<file path="src/design/mtp_defines.vh">
// register map, field layout and reset values of the motor trigger program block
`ifndef MTP_DEFINES_VH
`define MTP_DEFINES_VH
// byte offsets on the register bus
`define MTP_OFFSET_PROG_FOUR 12'h000
`define MTP_OFFSET_PROG_FIVE 12'h004
`define MTP_OFFSET_SELECT 12'h008
`define MTP_OFFSET_STATUS 12'h00c
// reset values
`define MTP_RESET_PROG 32'h00000000
`define MTP_RESET_SELECT 32'h00000000
// slot descriptor layout, relative to slot base bit
`define MTP_SLOT_WIDTH 8
`define MTP_SLOT_ENABLE_BIT 7
`define MTP_SLOT_PHASE_HI 6
`define MTP_SLOT_PHASE_LO 5
`define MTP_SLOT_INPUT_HI 4
`define MTP_SLOT_INPUT_LO 0
// phase tag encodings
`define MTP_PHASE_NONE 2'h0
`define MTP_PHASE_U 2'h1
`define MTP_PHASE_V 2'h2
`define MTP_PHASE_W 2'h3
// select register: bit 0 picks program five
`define MTP_SELECT_PROG_BIT 0
`endif

</file>
<file path="src/design/mtp_slot_decode.v">
// one slot descriptor split into enable, phase tag and input select
`timescale 1ns/1ps
`include "mtp_defines.vh"
module mtp_slot_decode (
  input wire [7:0] descriptor,
  output wire slotEnable,
  output wire [1:0] phaseTag,
  output wire [4:0] inputSelect
);
  // top bit enables the slot
  assign slotEnable = descriptor[`MTP_SLOT_ENABLE_BIT];
  // two-bit phase tag for the vector engine
  assign phaseTag =
    descriptor[`MTP_SLOT_PHASE_HI:`MTP_SLOT_PHASE_LO];
  // analog input pin chooser
  assign inputSelect =
    descriptor[`MTP_SLOT_INPUT_HI:`MTP_SLOT_INPUT_LO];
endmodule // mtp_slot_decode

</file>
<file path="src/design/mtp_prog_reg.v">
// one 32-bit trigger program register with word write
`timescale 1ns/1ps
`include "mtp_defines.vh"
module mtp_prog_reg (
  input wire sys_clk,
  input wire reset,
  input wire writeStrobe,
  input wire [31:0] writeData,
  output wire [31:0] progValue
);
  reg [31:0] prog_reg; // held program word

  // every bit clears on reset, software owns all bits after
  always @(posedge sys_clk) begin
    if (reset) begin
      prog_reg <= `MTP_RESET_PROG;
    end else if (writeStrobe) begin
      prog_reg <= writeData;
    end
  end

  assign progValue = prog_reg;
endmodule // mtp_prog_reg

</file>
<file path="src/design/mtp_trigger_regs.v">
// motor trigger program registers with apb slave and slot dispatch
// Summary of operation
// - two program words, four byte-wide slots each
// - slot top bit enables its result
// - two-bit phase tag: none, U, V, W
// - five-bit analog input selector per slot
// - all fields read/write, clear on reset
//
// Chosen here: register access over APB and the address map.
`timescale 1ns/1ps
`include "mtp_defines.vh"
module mtp_trigger_regs (
  input wire sys_clk,
  input wire reset,
  // apb slave
  input wire psel,
  input wire penable,
  input wire pwrite,
  input wire [11:0] paddr,
  input wire [31:0] pwdata,
  output reg [31:0] prdata,
  output reg pready,
  output reg pslverr,
  // trigger from the motor pwm unit, same clock
  input wire motorTrigger,
  // conversion request toward the converter, one slot per pulse
  output reg convStart,
  output reg [1:0] convSlot,
  output reg [1:0] convPhase,
  output reg [4:0] convInput,
  // converter reports completion of the current request
  input wire convDone,
  output reg seqBusy
);
  localparam IDLE = 2'h0; // waiting for a trigger
  localparam ISSUE = 2'h1; // pick next enabled slot
  localparam WAIT = 2'h2; // conversion in flight
  localparam LOAD = 2'h3; // snapshot settled, load enables

  wire [31:0] progFour; // program four word
  wire [31:0] progFive; // program five word
  wire writeFour; // program four write strobe
  wire writeFive; // program five write strobe
  wire accessPhase; // apb access cycle
  wire [31:0] activeProg; // program in use
  wire [3:0] slotEnable; // decoded enables
  wire [7:0] phaseFlat; // decoded phase tags
  wire [19:0] inputFlat; // decoded input selectors
  reg select_reg; // 1 selects program five
  reg [1:0] state_reg;
  reg [1:0] state_next;
  reg [3:0] pending_reg; // slots still to run
  reg [3:0] pending_next;
  reg [1:0] slot_reg; // slot in flight
  reg [1:0] slot_next;
  reg [3:0] pick; // lowest pending slot, one-hot
  reg [1:0] pickIndex;
  integer i;

  assign accessPhase = psel & penable;
  // single-cycle access, so writes land at the access edge
  assign writeFour = accessPhase & pwrite &
    (paddr == `MTP_OFFSET_PROG_FOUR);
  assign writeFive = accessPhase & pwrite &
    (paddr == `MTP_OFFSET_PROG_FIVE);

  // two program words
  mtp_prog_reg progFourInst (
    .sys_clk(sys_clk),
    .reset(reset),
    .writeStrobe(writeFour),
    .writeData(pwdata),
    .progValue(progFour)
  );
  mtp_prog_reg progFiveInst (
    .sys_clk(sys_clk),
    .reset(reset),
    .writeStrobe(writeFive),
    .writeData(pwdata),
    .progValue(progFive)
  );

  // latched at trigger so a rewrite mid-sequence is harmless
  reg [31:0] snap_reg;
  assign activeProg = snap_reg;

  // slots 3..0 live at bits 31-24 down to 7-0
  genvar g;
  generate
    for (g = 0; g < 4; g = g + 1) begin : slotGen
      mtp_slot_decode slotInst (
        .descriptor(activeProg[g*8+7:g*8]),
        .slotEnable(slotEnable[g]),
        .phaseTag(phaseFlat[g*2+1:g*2]),
        .inputSelect(inputFlat[g*5+4:g*5])
      );
    end
  endgenerate

  // select register and apb answer, zero wait states
  always @(posedge sys_clk) begin
    if (reset) begin
      select_reg <= 1'b0;
      pready <= 1'b0;
      pslverr <= 1'b0;
      prdata <= 32'h00000000;
    end else begin
      pready <= psel & ~penable; // ready in the access cycle
      pslverr <= 1'b0;
      if (psel & ~penable) begin
        // decode in setup so data is registered for access
        case (paddr)
          `MTP_OFFSET_PROG_FOUR: begin
            prdata <= progFour;
          end
          `MTP_OFFSET_PROG_FIVE: begin
            prdata <= progFive;
          end
          `MTP_OFFSET_SELECT: begin
            prdata <= {31'h0, select_reg};
          end
          `MTP_OFFSET_STATUS: begin
            prdata <= {28'h0, convSlot, pending_reg == 4'h0,
              seqBusy};
          end
          default: begin
            // unmapped: zero data and an error answer
            prdata <= 32'h00000000;
            pslverr <= 1'b1;
          end
        endcase
      end
      if (accessPhase & pwrite & (paddr == `MTP_OFFSET_SELECT)) begin
        select_reg <= pwdata[`MTP_SELECT_PROG_BIT];
      end
    end
  end

  // lowest pending slot first
  always @* begin
    pick = 4'h0;
    pickIndex = 2'h0;
    for (i = 3; i >= 0; i = i - 1) begin
      if (pending_reg[i]) begin
        pick = 4'h1 << i;
        pickIndex = i[1:0];
      end
    end
  end

  // sequencer next state
  always @* begin
    state_next = state_reg;
    pending_next = pending_reg;
    slot_next = slot_reg;
    case (state_reg)
      IDLE: begin
        if (motorTrigger) begin
          state_next = LOAD;
        end
      end
      LOAD: begin
        // decoders now see the snapshot; only enabled slots queue up
        pending_next = slotEnable;
        state_next = ISSUE;
      end
      ISSUE: begin
        if (pending_reg == 4'h0) begin
          state_next = IDLE; // no slot left pending: all enabled slots done, or none enabled
        end else begin
          slot_next = pickIndex;
          pending_next = pending_reg & ~pick;
          state_next = WAIT;
        end
      end
      WAIT: begin
        if (convDone) begin
          state_next = ISSUE;
        end
      end
      default: begin
        state_next = IDLE;
      end
    endcase
  end

  // sequencer registers and conversion request outputs
  always @(posedge sys_clk) begin
    if (reset) begin
      state_reg <= IDLE;
      pending_reg <= 4'h0;
      slot_reg <= 2'h0;
      snap_reg <= `MTP_RESET_PROG;
      convStart <= 1'b0;
      convSlot <= 2'h0;
      convPhase <= `MTP_PHASE_NONE;
      convInput <= 5'h00;
      seqBusy <= 1'b0;
    end else begin
      state_reg <= state_next;
      slot_reg <= slot_next;
      pending_reg <= pending_next;
      convStart <= 1'b0;
      // snapshot at trigger so a rewrite mid-sequence is harmless
      if (state_reg == IDLE && motorTrigger) begin
        snap_reg <= select_reg ? progFive : progFour;
        seqBusy <= 1'b1;
      end
      // start the lowest pending slot
      if (state_reg == ISSUE && pending_reg != 4'h0) begin
        convStart <= slotEnable[pickIndex];
        convSlot <= pickIndex;
        convPhase <= phaseFlat[pickIndex*2 +: 2];
        convInput <= inputFlat[pickIndex*5 +: 5];
      end
      if (state_reg == ISSUE && pending_reg == 4'h0) begin
        seqBusy <= 1'b0;
      end
    end
  end
endmodule // mtp_trigger_regs

</file>
<file path="config.mk">
export PLATFORM = sky130hd
export DESIGN_NAME = mtp_trigger_regs
export DESIGN_NICKNAME = d
export VERILOG_FILES = /design/src/design/mtp_slot_decode.v /design/src/design/mtp_prog_reg.v /design/src/design/mtp_trigger_regs.v
export VERILOG_INCLUDE_DIRS = /design/src /design/src/design
export SDC_FILE = /design/constraint.sdc
export NUM_CORES = 1
export LEC_CHECK = 0
export BUFFER_PORTS_ARGS = -buffer_cell sky130_fd_sc_hd__buf_2
export CAP_MARGIN = 20
export CORE_MARGIN = 5
export CORE_UTILIZATION = 35
export DETAILED_ROUTE_END_ITERATION = 12
export MAX_ROUTING_LAYER = met4
export PLACE_DENSITY = 0.52
export SLEW_MARGIN = 40
export SYNTH_ARGS = -nofsm -noshare
export SYNTH_HDL_FRONTEND = slang
export SYNTH_SLANG_ARGS = --single-unit
export TNS_END_PERCENT = 100
</file>
<file path="constraint.sdc">
create_clock -name sys_clk -period 4.6 [get_ports sys_clk]
set_input_delay 1.15 -clock sys_clk [delete_from_list [all_inputs] [get_ports sys_clk]]
set_output_delay 1.15 -clock sys_clk [all_outputs]
set_load 0.05 [all_outputs]
</file>
Yosys cells after proc, flatten, opt, wreduce, memory -nomap -nowiden
Index checks and enable logic that the tools add are counted.
{"block": "classes", "muxes": 19, "n_reduce_logical": 14, "eq_ne": 9, "shifts": 2, "n_lt_le_gt_ge": 1, "n_addsub": 0, "n_mul": 1, "div": 0, "bitwise": 11}
{"operator": "$pmux 32 s4", "count": 1}
{"operator": "$mux 32", "count": 1}
{"operator": "$eq 12x4->1 const B", "count": 2}
{"operator": "$mux 4", "count": 5}
{"operator": "$shiftx 20x6->5", "count": 1}
{"operator": "$mux 2", "count": 7}
{"operator": "$eq 12x3->1 const B", "count": 1}
{"operator": "$logic_not 12->1", "count": 1}
{"operator": "$pmux 2 s4", "count": 1}
{"operator": "$pmux 4 s2", "count": 1}
{"operator": "$shiftx 8x4->2", "count": 1}
{"operator": "$and 1x1->1", "count": 6}
{"operator": "$ne 2x2->1 const B", "count": 3}
{"operator": "$reduce_or 2->1", "count": 3}
{"operator": "$mul 2x3->5 const B", "count": 1}
{"operator": "$and 4x4->4", "count": 1}
{"operator": "$eq 2x2->1 const B", "count": 2}
{"operator": "$logic_not 4->1", "count": 1}
{"operator": "$not 4->4", "count": 1}
{"operator": "$reduce_and 2->1", "count": 2}
{"operator": "$reduce_bool 4->1", "count": 1}
{"operator": "$reduce_or 4->1", "count": 1}
{"operator": "$logic_and 1x1->1", "count": 3}
{"operator": "$lt 2x3->1 const B", "count": 1}
{"operator": "other kinds (6)", "count": 9}
{"block": "word_totals", "latchBits": 0, "rom_bits": 0, "elab_cells": 71, "ram_bits": 0, "output_inout_bits": 45, "ff_bits": 148, "mem_count": 0, "inputBits": 51}

Longest topological paths before layout
Gate-level depths: netlist (run 1).
{"block": "depth", "ltp_word": 8, "ltp_mapped": 6, "mapped_depth_nobuf": 4}

Cells and area by module
A second synthesis (run 1) with hierarchy kept.
{"block": "hier_totals", "hier_cells": 655, "hier_area_um2": 6495.0}
{"module": "mtp_trigger_regs", "area_per_inst_um2": 3927.5, "seq_area_each_um2": 1681.6, "cells_per_inst": 417, "n_inst": 1}
{"module": "mtp_prog_reg", "area_per_inst_um2": 1163.6, "seq_area_each_um2": 640.6, "cells_per_inst": 103, "n_inst": 2}
{"module": "mtp_slot_decode", "area_per_inst_um2": 60.1, "seq_area_each_um2": 0.0, "cells_per_inst": 8, "n_inst": 4}

Least setup slack after synthesis (run 1)
Ideal clock, no wire load.
{"block": "synth_path", "path_type": "in2reg", "start": "input paddr[1]", "end": "register progFourInst.prog_reg[10], in the netlist progFourInst.progValue[10]", "cell_stages": 6, "t_arrival_ps": 2918, "n_path_buf": 2, "setup_ps": 120, "setup_slack_ps": 1563, "path_cell_list": "or4_4 > or4b_1 > or3_1 > buf_6 > buf_6 > mux2i_1"}
{"block": "synth_via", "elab_chain_len": 2}
{"element": "start, declared", "line_no": "mtp_trigger_regs.v:19", "source": "input wire [11:0] paddr,"}
{"element": "$logic_not 12->1"}
{"element": "$and 1x1->1", "line_no": "mtp_trigger_regs.v:62", "source": "assign writeFour = accessPhase & pwrite &"}
{"element": "end signal, assigned", "line_no": "mtp_prog_reg.v:16", "source": "prog_reg <= `MTP_RESET_PROG;"}
{"element": "end signal, assigned", "line_no": "mtp_prog_reg.v:18", "source": "prog_reg <= writeData;"}
{"element": "end, declared", "line_no": "mtp_prog_reg.v:11", "source": "reg [31:0] prog_reg;"}
No other way between the ends.
A chain may end at the register's enable or synchronous reset.

Worst setup path after layout (run 1)
{"block": "layout_path", "start": "input paddr[1]", "end": "register progFourInst.prog_reg[19], in the netlist progFourInst.progValue[19]"}
The elaborated chain is that of the path after synthesis.

==> run summary, run 1 <==
GRT overflow = 0
Layout Nets = 787
Synth Instances = 667
Hold Fails Final Rpt = 0
Yosys reg bits = 148
Number of library cell types mapped by synthesis = 35
Commonest cells after routing, fill and taps aside = 147 x dfxtp_1, 128 x mux2i_1, 98 x nand2b_1
Worst hold path type = flop to flop
Global-route usage over all layers = 15.3%
Die area = 21200 sq um
DR vias = 4886
Die Height = 146 um
DRC viols = 0
Commonest non-fill, non-tap cell in the layout = dfxtp_1
Total Power = 2.88 mW
Reg clk slew, reported paths = 0.06 ns
Core Util, Final = 42.3%
Syn nets = 718
Max frequency = 345 MHz
Num CTS Buffers = 17
Ports = 96
Worst slew pin tran = 0.686 ns
CORE AREA = 18000 sq um
Cell Count, Final, Fillers Out = 978
First-pass GRT wire length = 25900 um
Setup Viol. Count Final = 0
Final period utilization = 63.1%
Fin. max-slew vios = 0
Post-DRT Antenna Nets = 0
Fin Clk Skew = 0.00756 ns
Number of hold buffers added after CTS = 0
Die width = 146 um
H-tree depth = 4
Row count = 49
Cts repair resizes = 0
Synthesized area = 6430 sq um
Number of warnings issued by yosys = 0
Synthesized area per cell = 9.64 sq um
PortBufs = 95
First-pass DRT Iterations = 5
Initial Utilization = 35.7%
Area growth, synth to finish = 18.5%
Leak Pwr = 3.29 nW
Antenna diodes = 0
# fillers = 1805
Placer's final routability congestion estimate = 0.794
Worst reg2reg setup slack = 2.62 ns
Final min period = 2.90 ns
RSZ-0062 raised after global routing = no
VDD IR max = 0.276 mV
Vias in the first global route = 5064
CP Class = input port to flop
CP Data Required Time = 4.87 ns
Initial antenna violation count = 0
Yosys top cell area share = 46.1%
Iteration-0 DRC Markers = 235
Routed WL = 15600 um
Largest net degree at the start of global routing = 103
Routed WL per cell = 16.0 um
Top cells by area, synth = dfxtp_1 46%, mux2i_1 20%, nand2b_1 9.5%
Element type at the critical path end = flop
Max-cap viol count = 0
DP Cell Count = 946
Root Driver = clkbuf_16
Fin Setup TNS = 0 ns
Seq/Total Area, Yosys = 46.1%
Clock sink total = 148
Power density over cell area = 378 nW/um^2
Cell taking the most area after synthesis = dfxtp_1
Max FO, Critical Path = 32
CP arrival = 3.18 ns
Final HPWL DP = 10400 um
Layout cells sized above 1 = 18.8%
Status = complete, no violations
Vias per cell = 5.00
Clk_lat worst skew = 0.41 ns
Setup repair bufs after CTS = 0
TritonCTS clock tree = built
Relative slew slack = 54.1%
Max clock buf depth = 2
CP startpoint kind = input port
==> metrics by stage <==
stage / hold slack (ns) / setup WS, ns / cell area (sq um)
2_1_floorplan: 0.462 / 1.56 / 6430
3_3_place_gp: 0.436 / 0.938 / 7030
3_5_place_dp: 0.438 / 1.26 / 7040
4_1_cts: 0.452 / 1.70 / 7620
5_1_grt: 0.474 / 1.63 / 7620
6_report: 0.446 / 1.70 / 7620
==> layer usage <==
| layer | routed length, um | global-route usage [%] | up-vias |
|---|---|---|---|
| li1 | - | - | 2466 |
| met1 | 7200 | 18.5 | 2312 |
| met2 | 7720 | 25.3 | 100 |
| met3 | 569 | 3.39 | 8 |
| met4 | 127 | 5.18 | 0 |
| met5 | 0 | - | - |
==> critical path, cell delays in order <==
cell	delay [ns]
buf_2	0.10
or4_4	0.53
or4b_1	0.56
or3_4	0.62
mux2i_1	0.20
==> area by class of cell <==
cell class | count | area, sq um | share of cell area (%)
Tap cell | 229 | 287 | 3.76
Clock buffer | 22 | 474 | 6.22
Clock inverter | 10 | 105 | 1.38
Sequential cell | 148 | 2970 | 38.9
Timing Repair Buffer | 101 | 527 | 6.91
Inverter | 13 | 48.8 | 0.640
Multi-Input combinational cell | 455 | 3210 | 42.2
==> path summary, 6_finish.rpt <==
path                  start                         end  depth (start not counted)
max                paddr[1]  progFourInst.progValue[19]                          5
min              prdata[26]                  prdata[26]                          2
max reg2reg  pending_reg[2]                 convSlot[0]                          4
min reg2reg      prdata[26]                  prdata[26]                          2
==> report_power, final <==
| part | switching [mW] | internal (mW) |
|---|---|---|
| combinational | 0.105 | 0.0789 |
| sequential | 0.0261 | 1.31 |
| clock | 0.522 | 0.836 |
| total | 0.654 | 2.23 |
==> Yosys cell counts <==
master,number
a211oi_1,32
a21oi_1,12
a221oi_1,1
a31oi_1,1
a32o_1,2
a32oi_1,3
and3_1,1
buf_1,5
buf_2,3
buf_6,4
clkbuf_1,39
dfxtp_1,148
inv_1,13
mux2_2,1
mux2i_1,128
mux4_2,2
nand2_1,35
nand2b_1,98
nand3_1,2
nand3b_1,7
nand4_1,1
nor2_1,48
nor2b_1,5
nor3_1,4
nor3b_1,9
o21ai_0,39
o21bai_1,1
o22a_1,1
o22ai_1,8
o41ai_1,7
or2_2,2
or3_1,1
or4_1,2
or4_4,1
or4b_1,1
==> kinds of logic after synthesis <==
group | synth area share, %
AND/OR/NAND/NOR | 18.2
flip-flops | 46.1
buffers and inverters | 4.26
AO/OA/AOI/OAI | 10.6
multiplexers | 20.8
No activity file was read; power rests on OpenSTA's default activity.
==> run 2: changes to the inputs <==
--- a/config.mk
+++ b/config.mk
@@ -6,6 +6,7 @@
 export SDC_FILE = /design/constraint.sdc
 export NUM_CORES = 1
 export LEC_CHECK = 0
+export ABC_AREA = 1
 export BUFFER_PORTS_ARGS = -buffer_cell sky130_fd_sc_hd__buf_2
 export CAP_MARGIN = 20
 export CORE_MARGIN = 5
==> constraint.sdc (replaced) <==
create_clock -name sys_clk -period 2.9 [get_ports sys_clk]
set_input_delay 0.725 -clock sys_clk [delete_from_list [all_inputs] [get_ports sys_clk]]
set_output_delay 0.725 -clock sys_clk [all_outputs]
set_load 0.05 [all_outputs]
==> run 2 against run 1 <==
Effect of this change: final cell count is 22% higher; clock-buffer cell count is 2 higher; clock power is 79% higher; critical path depth is 4 lower; hold slack better by 0.014 ns; flip-flop and latch count stayed put; total power is 68% higher; non-clock buffer count is 13 higher; area after synthesis is 1.7% lower.
==> run summary, run 2 <==
Status = complete, no violations
Vias in the first global route = 5665 (+12%)
DRC viols = 0 (unchanged)
Ports = 96 (unchanged)
Fin. max-slew vios = 0 (unchanged)
Crit-path slowest cell = dfxtp_1
Final HPWL DP = 11900 um (+15%)
Top cells by area, synth = dfxtp_1 47%, nand2_1 13%, a21oi_1 8.2%
Element type at the critical path end = output pin
Power density over cell area = 637 nW/um^2 (+68%)
Top cells by count, synth = 213 x nand2_1, 148 x dfxtp_1, 103 x a21oi_1
Synthesized area per cell = 7.24 sq um (-25%)
Yosys reg bits = 148 (unchanged)
Reg power frac = 43.9% (-2.6 points)
Multi-input gate area = 2850 sq um (-11%)
Iteration-0 DRC Markers = 346 (+47%)
Placed cell area = 6940 sq um (-1.4%)
P_sw = 1.08 mW (+66%)
Reg2Reg Depth = 9 (+5)
Number of library cell types mapped by synthesis = 28 (-20%)
Relative slew slack = 55.1% (+0.98 points)
GRT overflow = 0 (unchanged)
CP Data Required Time = 2.17 ns (-2.70 ns)
Seq/Total Area, Yosys = 46.9% (+0.79 points)
Clk_lat worst skew = 0.43 ns (+0.02 ns)
Combinational Power Share = 5.9% (-0.5 points)
Core Util, Final = 42.4% (+0.16 points)
Placer's final routability congestion estimate = 0.833 (+4.9%)
PortBufs = 95 (unchanged)
Placement Setup Slack = 0.642 ns (-0.618 ns)
Hold path depth = 2 (unchanged)
Hold Crit Start = prdata[18]
Final Worst Setup Slack = 1.00 ns (-0.693 ns)
Max FO, Critical Path = 3 (-91%)
Reg-to-reg startpoint = state_reg[1]
Fin Clk Skew = 0.00991 ns (+0.00235 ns)
WP buf/inv = 1 (unchanged)
Worst hold path type = flop to flop
Post-synth EDFFs = 0 (unchanged)
Initial antenna violation count = 0 (unchanged)
Commonest non-fill, non-tap cell in the layout = nand2_1
CORE AREA = 17900 sq um (-0.68%)
Largest stage delay, worst path = 0.44 ns (-0.18 ns)
Cell taking the most area after synthesis = dfxtp_1
Most numerous cell in the Yosys netlist = nand2_1
Setup repair bufs after CTS = 0 (unchanged)
VDD IR max = 0.418 mV (+52%)
Worst slew pin tran = 0.673 ns (-0.0133 ns)
RSZ-0062 raised after global routing = no
Row count = 49 (unchanged)
Largest net degree at the start of global routing = 80 (-22%)
Syn nets = 925 (+29%)
Hold Fails Final Rpt = 0 (unchanged)
Synth Flop Type = dfxtp_1
Crit path max-delay family = flip-flops
Routed WL = 18300 um (+17%)
Layout cells sized above 1 = 18.6% (-0.18 points)
Final instance area = 7600 sq um (-0.30%)
Yosys top cell area share = 46.9% (+0.79 points)
Cts repair resizes = 0 (unchanged)
Max frequency = 528 MHz
Post-DRT Antenna Nets = 0 (unchanged)
First-pass DRT Iterations = 5 (unchanged)
# fillers = 1936 (+7.3%)
Setup Viol. Count Final = 0 (unchanged)
Die area = 20900 sq um (-1.6%)
Clock sink total = 148 (unchanged)
Max clock buf depth = 2 (unchanged)
Critical path launch point = convSlot[1]
Async SR Flop Fraction = 0% (unchanged)
Hold path endpoint = prdata[18]
CP startpoint kind = flop
Max-cap viol count = 0 (unchanged)
Clk network pwr share = 50.2% (+3.1 points)
Number of hold buffers added after CTS = 0 (unchanged)
Layout Nets = 998 (+27%)
Final min period = 1.90 ns
Synth Instances = 874 (+31%)
Global-route usage over all layers = 19.0% (+3.6 points)
CP arrival = 1.17 ns (-2.01 ns)
Leak Pwr = 2.81 nW (-15%)
DP Cell Count = 1157 (+22%)
Internal power = 3.75 mW (+68%)
Antenna diodes = 0 (unchanged)
Worst reg2reg setup slack = 1.01 ns (-1.61 ns)
Commonest cells after routing, fill and taps aside = 213 x nand2_1, 148 x dfxtp_1, 103 x a21oi_1
Number of warnings issued by yosys = 0 (unchanged)
Num CTS Buffers = 17 (unchanged)
FF/Latch Area = 2960 sq um (-0.13%)
Root Driver = clkbuf_16
Fin Setup TNS = 0 ns (unchanged)
Reg clk slew, reported paths = 0.06 ns (about the same)
H-tree depth = 4 (unchanged)
Synthesized area = 6320 sq um (-1.7%)
DR vias = 5871 (+20%)
Area growth, synth to finish = 20.1%
Vias per cell = 4.94 (-1.2%)
Reg-to-Reg End = convInput[0]
Routed WL per cell = 15.4 um (-3.5%)
Critical-path cell list = buf_2
Final period utilization = 65.4%
First-pass GRT wire length = 30300 um (+17%)
Initial Utilization = 35.3% (-0.36 points)
Die Height = 144 um (-0.79%)
TritonCTS clock tree = built
Die width = 144 um (-0.79%)
CP Class = flop to output pin
Sw Ratio = 22.4% (-0.30 points)
Cell Count, Final, Fillers Out = 1189 (+22%)
-- run 2: layer usage --
layer	global-route usage, %	share of wire, %	vias to the layer above
met5	-	0	-
met4	6.09	1.1	0
met3	3.57	4.2	16
met2	27.5	44	132
met1	26.6	51	2678
li1	-	-	3045
-- run 2: stage by stage --
stage	hold WS, ns	power [mW]
after floorplan	0.437	2.33
after global placement	0.454	2.46
after detailed placement	0.452	2.46
after CTS	0.462	4.90
after global routing	0.473	5.03
final	0.460	4.84
-- run 2: cells by family after synthesis --
kind of cell | count (synthesis) | synth area share [%]
AND/OR/NAND/NOR | 352 | 23.4
AO/OA/AOI/OAI | 255 | 21.5
flip-flops | 148 | 46.9
buffers and inverters | 119 | 8.15
-- run 2: layout make-up --
class                   count  area share, %
clock inverters             8           1.89
clock buffers              24           6.74
multi-input cells         607           37.5
flip-flops and latches    148           39.0
well taps                 229           3.77
repair buffers            114           8.19
inverters                  59           2.92
-- run 2: power groups by stage --
stage	clock, mW	sequential (mW)	combinational [mW]
2_1_floorplan	0	2.17	0.168
3_3_place_gp	0	2.17	0.289
3_5_place_dp	0	2.17	0.288
4_1_cts	2.48	2.12	0.290
5_1_grt	2.57	2.13	0.324
6_report	2.43	2.12	0.287
-- run 2: worst reg2reg max path, cell delays in order (launching register included) --
cell and delay (ns):
dfxtp_1 0.34, inv_1 0.07, nand2_1 0.14, inv_1 0.15
nand2_1 0.19, clkinv_1 0.47, nor2_1 0.25, nor2_1 0.06
nand2_1 0.09, inv_1 0.04
-- run 2: worst max-delay path by stage --
stage,to,cells after the start
6_report,convSlot[1],1
5_1_grt,convPhase[0],9
3_5_place_dp,prdata[9],10
4_1_cts,convSlot[0],1
3_3_place_gp,prdata[9],10
2_1_floorplan,progFourInst.progValue[13],9
==> run 3: changes to the inputs <==
--- a/config.mk
+++ b/config.mk
@@ -13,7 +13,7 @@
 export CORE_UTILIZATION = 35
 export DETAILED_ROUTE_END_ITERATION = 12
 export MAX_ROUTING_LAYER = met4
-export PLACE_DENSITY = 0.52
+export PLACE_DENSITY = 0.54
 export SLEW_MARGIN = 40
 export SYNTH_ARGS = -nofsm -noshare
 export SYNTH_HDL_FRONTEND = slang
==> constraint.sdc (replaced) <==
create_clock -name sys_clk -period 1.7 [get_ports sys_clk]
set_input_delay 0.425 -clock sys_clk [delete_from_list [all_inputs] [get_ports sys_clk]]
set_output_delay 0.425 -clock sys_clk [all_outputs]
set_load 0.05 [all_outputs]
==> run 3 against run 2 <==
Effect of this change: wire length shrank 1.7%; sequential power is 71% higher; clock power up 72%; utilization is 1.6 points higher; clock skew is 0.0016 ns lower; critical path depth did not move; register-to-register slack lost 0.85 ns; sequential share of layout area shrank 1.4 points; critical endpoint is now convSlot[0]; combinational power up 77%; largest power group unchanged; final cell count rose by 1.9%; global-route usage fell by 0.57 points; hold slack got worse by 0.18 ns.
==> run summary, run 3 (synthesis results as in run 2) <==
Status = complete, no violations
Post-DRT Antenna Nets = 0 (unchanged)
Largest stage delay, worst path = 0.40 ns (-0.04 ns)
Reg clk slew, reported paths = 0.06 ns (about the same)
DRC viols = 0 (unchanged)
WP buf/inv = 1 (unchanged)
CP Data Required Time = 1.27 ns (-0.90 ns)
Die Height = 144 um (unchanged)
VDD IR max = 0.715 mV (+71%)
Final instance area = 7880 sq um (+3.7%)
Largest net degree at the start of global routing = 80 (unchanged)
Max clock buf depth = 2 (unchanged)
Placer's final routability congestion estimate = 0.822 (-1.3%)
Element type at the critical path end = output pin
CP startpoint kind = flop
Relative slew slack = 73.1% (+18 points)
Setup Viol. Count Final = 0 (unchanged)
Leak Pwr = 2.95 nW (+5.0%)
First-pass DRT Iterations = 5 (unchanged)
Hold Fails Final Rpt = 0 (unchanged)
Fin. max-slew vios = 0 (unchanged)
Antenna diodes = 0 (unchanged)
Clock sink total = 148 (unchanged)
Final period utilization = 90.9%
First-pass GRT wire length = 29400 um (-2.9%)
Die width = 144 um (unchanged)
Cell Count, Final, Fillers Out = 1211 (+1.9%)
Global-route usage over all layers = 18.4% (-0.57 points)
Num CTS Buffers = 17 (unchanged)
Routed WL per cell = 14.9 um (-3.5%)
Worst slew pin tran = 0.400 ns (-0.273 ns)
Critical-path cell list = buf_2
Max frequency = 647 MHz
Initial antenna violation count = 0 (unchanged)
Vias per cell = 4.93 (-0.18%)
Root Driver = clkbuf_16
H-tree depth = 4 (unchanged)
Iteration-0 DRC Markers = 398 (+15%)
Final Worst Setup Slack = 0.154 ns (-0.850 ns)
RSZ-0062 raised after global routing = no
Max-cap viol count = 0 (unchanged)
Fin Clk Skew = 0.00833 ns (-0.00158 ns)
Power density over cell area = 1060 nW/um^2 (+66%)
Placement Setup Slack = -0.126 ns (-0.768 ns)
DP Cell Count = 1179 (+1.9%)
Max FO, Critical Path = 3 (unchanged)
Crit path max-delay family = flip-flops
Ports = 96 (unchanged)
Row count = 49 (unchanged)
Crit-path slowest cell = dfxtp_1
GRT overflow = 0 (unchanged)
Routed WL = 18000 um (-1.7%)
Final HPWL DP = 12100 um (+1.8%)
Final min period = 1.55 ns
Number of hold buffers added after CTS = 0 (unchanged)
CORE AREA = 17900 sq um (unchanged)
# fillers = 1885 (-2.6%)
CP arrival = 1.12 ns (-0.05 ns)
Worst hold path type = input port to flop
PortBufs = 95 (unchanged)
Vias in the first global route = 5580 (-1.5%)
Placed cell area = 7220 sq um (+3.9%)
DR vias = 5969 (+1.7%)
Die area = 20900 sq um (unchanged)
Layout Nets = 1020 (+2.2%)
Commonest cells after routing, fill and taps aside = 212 x nand2_1, 148 x dfxtp_1, 103 x a21oi_1
CP Class = flop to output pin
Layout cells sized above 1 = 20.7% (+2.0 points)
Commonest non-fill, non-tap cell in the layout = nand2_1
Initial Utilization = 35.3% (unchanged)
Area growth, synth to finish = 24.6%
TritonCTS clock tree = built
Core Util, Final = 44.0% (+1.6 points)
Clk_lat worst skew = 0.43 ns (about the same)
[run 3: changes by cell type in the layout (fill, tap and decap cells not counted), moves of 2 or more]
cell        delta
buf_4         +14
buf_12         +9
clkbuf_8       -4
clkinvlp_4     +2
[run 3: metrics by stage]
stage	power (mW)	hold slack, ns	TNS [ns]
floorplan	3.98	0.437	0
global placement	4.21	0.453	-3.02
detailed placement	4.21	0.453	-4.85
CTS	8.40	0.266	0
global route	8.61	0.283	0
finish	8.32	0.280	0
[run 3: timing repair]
| item | 4_1_cts | 5_1_grt |
|---|---|---|
| buffers inserted | 0 | 0 |
| endpoints found under the setup margin | 0 | 6 |
| gates resized for setup | 0 | 2 |
[run 3: power breakdown]
group | internal (mW) | total [mW] | switching [mW] | leakage, nW
clock | 2.69 | 4.19 | 1.50 | 0.317
sequential | 3.56 | 3.62 | 0.0607 | 1.20
combinational | 0.176 | 0.509 | 0.333 | 1.43
[run 3: worst paths after layout]
path                            depth (start not counted)                         to  slack (ns)         start
worst max-delay path                                    1                convSlot[0]        0.15   convSlot[0]
worst min-delay path                                    3  progFourInst.progValue[4]        0.28     pwdata[4]
worst max register to register                          8                  convStart        0.16  state_reg[1]
worst min register to register                          2                  prdata[6]        0.46     prdata[6]
[run 3: final cells by class]
class | instances | area [sq um] | area share [%]
Clock buffer | 20 | 457 | 5.80
Clock inverter | 12 | 201 | 2.56
Inverter | 59 | 221 | 2.81
Multi-Input combinational cell | 607 | 2850 | 36.2
Sequential cell | 148 | 2960 | 37.6
Tap cell | 229 | 287 | 3.64
Timing Repair Buffer | 136 | 896 | 11.4
[run 3: layer usage]
metal  up-vias  global-route usage [%]  share of wire [%]
li1       3096                       -                  -
met1      2714                    25.8                 51
met2       133                    26.9                 44
met3        26                    3.17                4.0
met4         0                    5.94                1.3
met5         -                       -                  0
